$ cat src/pcqs_pkg.sv
// Operation
// - far-end fault enable bit, resets to one
// - alternate next-page enable bit, resets to zero
// - writing fiber bit one selects fiber mode
// - fiber bit reset value follows media strap
// - status bit 14 shows 100 Mbps twisted pair
// - status bit 13 shows packet transmission
// - status bit 12 shows packet reception
// - status bit 11 shows collision
// - status bit 10 shows link up
// - status bit 9 shows full duplex
// - status bit 8 shows auto-negotiation mode
package pcqs_pkg;

	// ==========================================
	// register map
	localparam logic [4:0] REG_CFG = 5'h10;
	localparam logic [4:0] REG_STATUS = 5'h11;

	// configuration field positions and reset values
	localparam int CFG_FEF_BIT = 2;
	localparam int CFG_ANP_BIT = 1;
	localparam int CFG_FIBER_BIT = 0;
	localparam logic CFG_FEF_RST = 1'h1;
	localparam logic CFG_ANP_RST = 1'h0;

	// quick status field positions
	localparam int QS_SPEED_BIT = 14;
	localparam int QS_TX_BIT = 13;
	localparam int QS_RX_BIT = 12;
	localparam int QS_COL_BIT = 11;
	localparam int QS_LINK_BIT = 10;
	localparam int QS_DUPLEX_BIT = 9;
	localparam int QS_AN_BIT = 8;

	// ==========================================
	// management frame layout
	localparam logic [5:0] PREAMBLE_LEN = 6'h20;
	localparam logic [5:0] HDR_LEN = 6'h0d;
	localparam logic [5:0] TA_LEN = 6'h02;
	localparam logic [5:0] DATA_LEN = 6'h10;
	localparam logic [1:0] OP_READ = 2'h2;
	localparam logic [1:0] OP_WRITE = 2'h1;

	// ==========================================
	// types
	typedef struct packed {
		logic speed100_tp;
		logic tx_active;
		logic rx_active;
		logic collision;
		logic link_up;
		logic full_duplex;
		logic autoneg_mode;
	} pcqs_live_t;

	typedef struct packed {
		logic far_end_fault_enable;
		logic alt_next_page_enable;
		logic fiber_mode;
	} pcqs_cfg_t;

	typedef enum logic [2:0] {
		S_PRE,
		S_HDR,
		S_RTA,
		S_RDATA,
		S_WTA,
		S_WDATA
	} pcqs_state_t;

endpackage

$ cat src/pcqs_sync.sv
// ==========================================
// two-stage synchroniser for pin inputs
module pcqs_sync #(
	parameter int WIDTH = 1
) (
	input wire logic mclk, // system clock
	input wire logic [WIDTH-1:0] d, // asynchronous input
	output logic [WIDTH-1:0] q // synchronised output
);
	logic [WIDTH-1:0] meta_q;

	// no reset, so the strap level gets through while reset is held; first stage read only by the second
	always_ff @(posedge mclk) begin
		meta_q <= d;
		q <= meta_q;
	end
endmodule

$ cat src/pcqs_rise.sv
// ==========================================
// rising edge detector on a synchronised level
module pcqs_rise (
	input wire logic mclk, // system clock
	input wire logic rst_n, // synchronous reset, active low
	input wire logic lvl, // synchronised level
	output logic rise // one-cycle pulse on rising edge
);
	logic last_q;

	// history of the level
	always_ff @(posedge mclk) begin
		if (!rst_n) begin
			last_q <= 1'h0;
		end else begin
			last_q <= lvl;
		end
	end

	assign rise = lvl & ~last_q;
endmodule

$ cat src/pcqs_top.sv
// ==========================================
// per-port config and quick status, reached over the management pins
module pcqs_top #(
	parameter logic [4:0] PORT_ADDR = 5'h00
) (
	input wire logic mclk, // 20 MHz system clock
	input wire logic rst_n, // synchronous reset, active low
	input wire logic mdc, // management clock pin
	input wire logic mdio_in, // management data pin, input
	output logic mdio_out, // management data pin, output
	output logic mdio_oe, // management data pin, drive enable
	input wire logic media_strap_pin, // media strap, low means twisted pair
	input pcqs_pkg::pcqs_live_t live, // live port state, same clock
	output pcqs_pkg::pcqs_cfg_t cfg // configuration to port logic
);
	logic mdc_s;
	logic mdio_s;
	logic strap_s;
	logic mdc_rise;
	pcqs_pkg::pcqs_state_t state_q;
	logic [5:0] cnt_q;
	logic [12:0] hdr_q;
	logic [15:0] shift_q;
	logic [4:0] reg_q;
	logic [15:0] cfg_word;
	logic [15:0] status_word;
	logic [15:0] rd_word;
	logic [15:0] wr_word;
	logic wr_stb;
	logic cfg_we;
	logic hdr_done;
	logic [1:0] hdr_op;
	logic [4:0] hdr_phy;
	logic [4:0] hdr_reg;
	logic status_load;

	// ==========================================
	// pin synchronisation
	pcqs_sync #(
		.WIDTH(3)
	) u_sync (
		.mclk(mclk),
		.d({mdc, mdio_in, media_strap_pin}),
		.q({mdc_s, mdio_s, strap_s})
	);

	// mdc and mdio share one delay, so sampling stays aligned
	pcqs_rise u_rise (
		.mclk(mclk),
		.rst_n(rst_n),
		.lvl(mdc_s),
		.rise(mdc_rise)
	);

	// ==========================================
	// register read values
	always_comb begin
		cfg_word = '0;
		cfg_word[pcqs_pkg::CFG_FEF_BIT] = cfg.far_end_fault_enable;
		cfg_word[pcqs_pkg::CFG_ANP_BIT] = cfg.alt_next_page_enable;
		cfg_word[pcqs_pkg::CFG_FIBER_BIT] = cfg.fiber_mode;
	end

	// live, unlatched view of the port; lower byte and bit 15 read zero
	always_comb begin
		status_word = '0;
		status_word[pcqs_pkg::QS_SPEED_BIT] = live.speed100_tp;
		status_word[pcqs_pkg::QS_TX_BIT] = live.tx_active;
		status_word[pcqs_pkg::QS_RX_BIT] = live.rx_active;
		status_word[pcqs_pkg::QS_COL_BIT] = live.collision;
		status_word[pcqs_pkg::QS_LINK_BIT] = live.link_up;
		status_word[pcqs_pkg::QS_DUPLEX_BIT] = live.full_duplex;
		status_word[pcqs_pkg::QS_AN_BIT] = live.autoneg_mode;
	end

	// unmapped registers read as zero
	always_comb begin
		if (reg_q == pcqs_pkg::REG_CFG) begin
			rd_word = cfg_word;
		end else if (reg_q == pcqs_pkg::REG_STATUS) begin
			rd_word = status_word;
		end else begin
			rd_word = '0;
		end
	end

	// ==========================================
	// frame decode helpers
	assign hdr_done = (state_q == pcqs_pkg::S_HDR) && mdc_rise && (cnt_q == pcqs_pkg::HDR_LEN - 6'h01);
	assign hdr_op = hdr_q[10:9];
	assign hdr_phy = hdr_q[8:4];
	assign hdr_reg = {hdr_q[3:0], mdio_s};
	assign wr_word = {shift_q[14:0], mdio_s};
	assign wr_stb = (state_q == pcqs_pkg::S_WDATA) && mdc_rise && (cnt_q == pcqs_pkg::DATA_LEN - 6'h01);
	// writes to the quick status or unmapped registers fall away
	assign cfg_we = wr_stb && (reg_q == pcqs_pkg::REG_CFG);
	assign status_load = (state_q == pcqs_pkg::S_RTA) && mdc_rise && (reg_q == pcqs_pkg::REG_STATUS);

	// ==========================================
	// management frame sequencer
	always_ff @(posedge mclk) begin
		if (!rst_n) begin
			state_q <= pcqs_pkg::S_PRE;
			cnt_q <= '0;
			hdr_q <= '0;
			reg_q <= '0;
		end else if (mdc_rise) begin
			case (state_q)
				pcqs_pkg::S_PRE: begin
					if (mdio_s) begin
						if (cnt_q != pcqs_pkg::PREAMBLE_LEN) begin
							cnt_q <= cnt_q + 6'h01;
						end
					end else if (cnt_q == pcqs_pkg::PREAMBLE_LEN) begin
						// first start bit after a full preamble
						state_q <= pcqs_pkg::S_HDR;
						cnt_q <= '0;
					end else begin
						cnt_q <= '0;
					end
				end
				pcqs_pkg::S_HDR: begin
					hdr_q <= {hdr_q[11:0], mdio_s};
					cnt_q <= cnt_q + 6'h01;
					if (hdr_done) begin
						cnt_q <= '0;
						reg_q <= hdr_reg;
						// frames for other ports or bad start bits go back to hunting
						if (!hdr_q[11] || hdr_phy != PORT_ADDR) begin
							state_q <= pcqs_pkg::S_PRE;
						end else if (hdr_op == pcqs_pkg::OP_READ) begin
							state_q <= pcqs_pkg::S_RTA;
						end else if (hdr_op == pcqs_pkg::OP_WRITE) begin
							state_q <= pcqs_pkg::S_WTA;
						end else begin
							state_q <= pcqs_pkg::S_PRE;
						end
					end
				end
				pcqs_pkg::S_RTA: begin
					state_q <= pcqs_pkg::S_RDATA;
				end
				pcqs_pkg::S_RDATA: begin
					if (cnt_q == pcqs_pkg::DATA_LEN) begin
						state_q <= pcqs_pkg::S_PRE;
						cnt_q <= '0;
					end else begin
						cnt_q <= cnt_q + 6'h01;
					end
				end
				pcqs_pkg::S_WTA: begin
					if (cnt_q == pcqs_pkg::TA_LEN - 6'h01) begin
						state_q <= pcqs_pkg::S_WDATA;
						cnt_q <= '0;
					end else begin
						cnt_q <= cnt_q + 6'h01;
					end
				end
				pcqs_pkg::S_WDATA: begin
					if (wr_stb) begin
						state_q <= pcqs_pkg::S_PRE;
						cnt_q <= '0;
					end else begin
						cnt_q <= cnt_q + 6'h01;
					end
				end
				default: begin
					state_q <= pcqs_pkg::S_PRE;
					cnt_q <= '0;
				end
			endcase
		end
	end

	// ==========================================
	// data shifter and pin drive
	always_ff @(posedge mclk) begin
		if (!rst_n) begin
			shift_q <= '0;
			mdio_out <= 1'h0;
			mdio_oe <= 1'h0;
		end else if (mdc_rise) begin
			case (state_q)
				pcqs_pkg::S_RTA: begin
					// second turnaround bit: drive zero, snapshot the word
					shift_q <= rd_word;
					mdio_out <= 1'h0;
					mdio_oe <= 1'h1;
				end
				pcqs_pkg::S_RDATA: begin
					if (cnt_q == pcqs_pkg::DATA_LEN) begin
						mdio_oe <= 1'h0;
						mdio_out <= 1'h0;
					end else begin
						mdio_out <= shift_q[15];
						shift_q <= {shift_q[14:0], 1'h0};
					end
				end
				pcqs_pkg::S_WDATA: begin
					shift_q <= wr_word;
				end
				default: begin
					mdio_oe <= 1'h0;
					mdio_out <= 1'h0;
				end
			endcase
		end
	end

	// ==========================================
	// configuration bits; strap caught while reset is held
	always_ff @(posedge mclk) begin
		if (!rst_n) begin
			cfg.far_end_fault_enable <= pcqs_pkg::CFG_FEF_RST;
			cfg.alt_next_page_enable <= pcqs_pkg::CFG_ANP_RST;
			cfg.fiber_mode <= strap_s;
		end else if (cfg_we) begin
			// reserved bits of the word are simply dropped
			cfg.far_end_fault_enable <= wr_word[pcqs_pkg::CFG_FEF_BIT];
			cfg.alt_next_page_enable <= wr_word[pcqs_pkg::CFG_ANP_BIT];
			cfg.fiber_mode <= wr_word[pcqs_pkg::CFG_FIBER_BIT];
		end
	end
endmodule

$ cat config.mk
export PLATFORM = sky130hd
export DESIGN_NAME = pcqs_top
export DESIGN_NICKNAME = d
export VERILOG_FILES = /design/src/pcqs_pkg.sv /design/src/pcqs_sync.sv /design/src/pcqs_rise.sv /design/src/pcqs_top.sv
export SDC_FILE = /design/constraint.sdc
export NUM_CORES = 1
export LEC_CHECK = 0
export BUFFER_PORTS_ARGS = -buffer_cell sky130_fd_sc_hd__buf_4
export CAP_MARGIN = 5
export CORE_MARGIN = 2
export CORE_UTILIZATION = 41
export CTS_CLUSTER_DIAMETER = 30
export DETAILED_ROUTE_END_ITERATION = 8
export HOLD_SLACK_MARGIN = 0.15
export PLACE_DENSITY = 0.67
export SETUP_SLACK_MARGIN = 0.02
export SLEW_MARGIN = 20
export SYNTH_ARGS = -nofsm -noshare
export SYNTH_HDL_FRONTEND = slang
export SYNTH_SLANG_ARGS = --single-unit
$ cat constraint.sdc
create_clock -name mclk -period 2.5 [get_ports mclk]
set_input_delay 0 -clock mclk [delete_from_list [all_inputs] [get_ports mclk]]
set_output_delay 0 -clock mclk [all_outputs]
set_load 0.1 [all_outputs]
==> impl_metrics.toml <==
[sta]
rsz0062_at_grt = "no"
setup_viol = 0
period_needed_ns = 2.175
maxSlewViolCount = 0
tightest_slew_ns = 0.6587
fmaxAchievable_mhz = 459.7
finalCritPeriodShare_pct = 87.01
hold_viol = 0
slew-limit-headroom_pct = 56.08
setup_slack_ns = 0.3248
finClkSkew_ns = 0.01440
fin_tns_setup_ns = 0

[critical_path]
cp_top_family = "simple AND/OR/NAND/NOR gates"
max_stage_delay_ns = 0.58
endpoint_kind = "register"
arrival_ns = 2.36
crit_chain = "inv_1, ha_1, nor3b_2, and2_1, o21ai_1, or4_1, mux2i_1"
crit_type = "reg -> reg"
start_kind = "register"
rrSetupSlack_ns = 0.32
rr_worst_depth = 7
cp_slowest_cell = "or4_1"
crit_required_ns = 2.69
path_buf_inv = 1
reg2reg_to = "state_q[2]$_SDFFE_PN0P_"
rr_startpoint = "cnt_q[0]$_SDFFE_PN0P_"
cp_max_fo = 5

[floorplan]
initial_core_util_pct = 43.03
die-area_um2 = 6478
die_h_um = 80.49
io_pins = 17
die_w_um = 80.49
row_count = 27
coreArea_um2 = 5574

[global_routing]
gr-total-overflow = 0
antenna_found_initial = 0
grt_pass1_wl_um = 8107
grt_max_degree = 49
grt_pass1_vias = 1790
grtUsageTotal_pct = 15.70

[placed_design]
place_area_um2 = 2596
place_inst = 337
dp_hpwl_um = 3167
dp_slack_ns = 0.3679
port_buffers = 16
place.gp.congestion = 0.8766

[route]
drt_iter0_markers = 172
num_vias = 1903
totalWireLength_um = 4675
viasPerCell = 5.346
drtPass1Iterations = 4
postRouteAntennaNets = 0
drc = 0
wire_per_inst_um = 13.13

[logic_synthesis]
avgSynthCellArea_um2 = 9.333
synth_top_area_share_pct = 44.24
ys_warn_count = 0
syn_nets = 272
yosysSeqAreaShare_pct = 45.49
synth-edff-count = 1
synth.distinct_cells = 44
syn_inst = 257
netlist_top_cells_area = "dfxtp_1 44%, mux2i_1 8.3%, nor2b_1 7.8%"
synthTopCellsByCount = "53 x dfxtp_1, 30 x nor2b_1, 22 x nor2_1"
ys.flop_type = "dfxtp_1"
synth_area_um2 = 2399
yosysMostFrequentCell = "dfxtp_1"
async_flop_share_pct = 0
ys_ff_latch = 54
post-synth-top-area-cell = "dfxtp_1"

[run_status]
status = "finished clean"

[clock_network]
insertion_delay_ns = 0.31
cts_hold_buf = 11
cts_tree = "done"
cts.clk_slew.worst_paths_ns = 0.11
cts.sink_count = 54
cts_root_buf = "clkbuf_8"
postCtsSetupBuffers = 0
post_cts_resized = 0
cts.htree.levels = 2
cts_made_buffers = 5
clockBufferDepth = 2

[run]
drv_cap = 0

[min_path]
hp-start = "mdio_in"
hold_depth = 2
hold_path_class = "in -> reg"
hold_end = "u_sync.meta_q[1]$_DFF_P_"

[pwr]
peakVddDrop_mv = 0.3971
leakage_nw = 1.131
power_density_nw_per_um2 = 552.1

[layout]
area_growth_pct = 17.74
drive_gt1_share_pct = 11.62
diodes = 0
fill_cells = 530
fin_area_um2 = 2824
multi_input_area_um2 = 1220
stdcell_count = 356
fin_util_pct = 50.66
seq_area_um2 = 1091
fin_nets = 298
-- placed cells by master (no fill, tap or decap), drive strengths merged, types with 2 or more instances in the layout --
master and instances:
nor3b 12, inv 9, dlygate4sd3 11, mux2i 20, buf 22, or4 2, nand3b 2, a22oi 7
dfxtp 53, a31oi 3, a2111oi 2, nand2b 4, nor2 22, nand2 12, o21ai 2, a221oi 9
nor3 4, nor2b 30, ha 3, o22ai 2, a21oi 6, xor2 4, and2 2, clkbuf 5
a21o 2, nand4 4, nand3 12
-- worst max path at each step --
stage / cells after the start / endpoint / from / slack, ns
final: 7 / state_q[2]$_SDFFE_PN0P_ / cnt_q[0]$_SDFFE_PN0P_ / 0.32
after global routing: 7 / state_q[0]$_SDFFE_PN0P_ / cnt_q[0]$_SDFFE_PN0P_ / 0.18
after CTS: 7 / state_q[2]$_SDFFE_PN0P_ / cnt_q[0]$_SDFFE_PN0P_ / 0.35
after detailed placement: 7 / state_q[2]$_SDFFE_PN0P_ / cnt_q[0]$_SDFFE_PN0P_ / 0.37
after global placement: 7 / state_q[1]$_SDFFE_PN0P_ / cnt_q[0]$_SDFFE_PN0P_ / 0.46
after floorplan: 8 / state_q[0]$_SDFFE_PN0P_ / cnt_q[0]$_SDFFE_PN0P_ / 0.58
-- per-stage QoR --
stage	power [mW]	hold WS, ns
2_1_floorplan	0.9407	0.02772
3_3_place_gp	0.9686	0.1054
3_5_place_dp	0.9688	0.1063
4_1_cts	1.583	0.3286
5_1_grt	1.622	0.3314
6_report	1.559	0.3295
-- cell type report --
| class | count | area share [%] |
|---|---|---|
| timing repair buffer | 33 | 9.747 |
| sequential | 54 | 38.64 |
| inverter | 8 | 1.063 |
| tap | 72 | 3.190 |
| clock buffer | 5 | 2.437 |
| multi-input combinational | 181 | 43.20 |
| clock inverter | 3 | 1.728 |
-- flip-flops by register name (all words and copies together), names as in the netlist --
name	flops
cfg	3
cnt_q	6
hdr_q	12
mdio_oe	1
mdio_out	1
reg_q	5
shift_q	16
state_q	3
u_rise.last_q	1
u_sync.meta_q	3
u_sync.q	3
-- power by group --
group | internal, mW | switching (mW) | leakage, nW
clock | 0.305 | 0.292 | 0.0563
sequential | 0.871 | 0.00562 | 0.439
combinational | 0.0442 | 0.0411 | 0.635
total | 1.22 | 0.338 | 1.13
-- cells by family (layout without fill, tap and decap cells) --
| kind of cell | Yosys count | after routing | synth area share [%] |
|---|---|---|---|
| adder cells (fa/ha/maj) | 3 | 3 | 1.565 |
| buffers and inverters | 22 | 49 | 3.652 |
| XOR/XNOR | 5 | 5 | 1.826 |
| flip-flops | 54 | 54 | 45.49 |
| AO/OA/AOI/OAI | 40 | 40 | 12.26 |
| multiplexers | 21 | 21 | 8.816 |
| AND/OR/NAND/NOR | 112 | 112 | 26.40 |
-- routing by layer --
metal	part of all wire, %	vias to the layer above	global-route usage [%]	wire, µm
met5	0	-	0	0
li1	-	965	-	-
met3	2.7	2	3.708	124
met2	46	27	25.58	2166
met4	0.30	0	2.542	14
met1	51	909	21.48	2369
No activity file was read; power rests on OpenSTA's default activity.
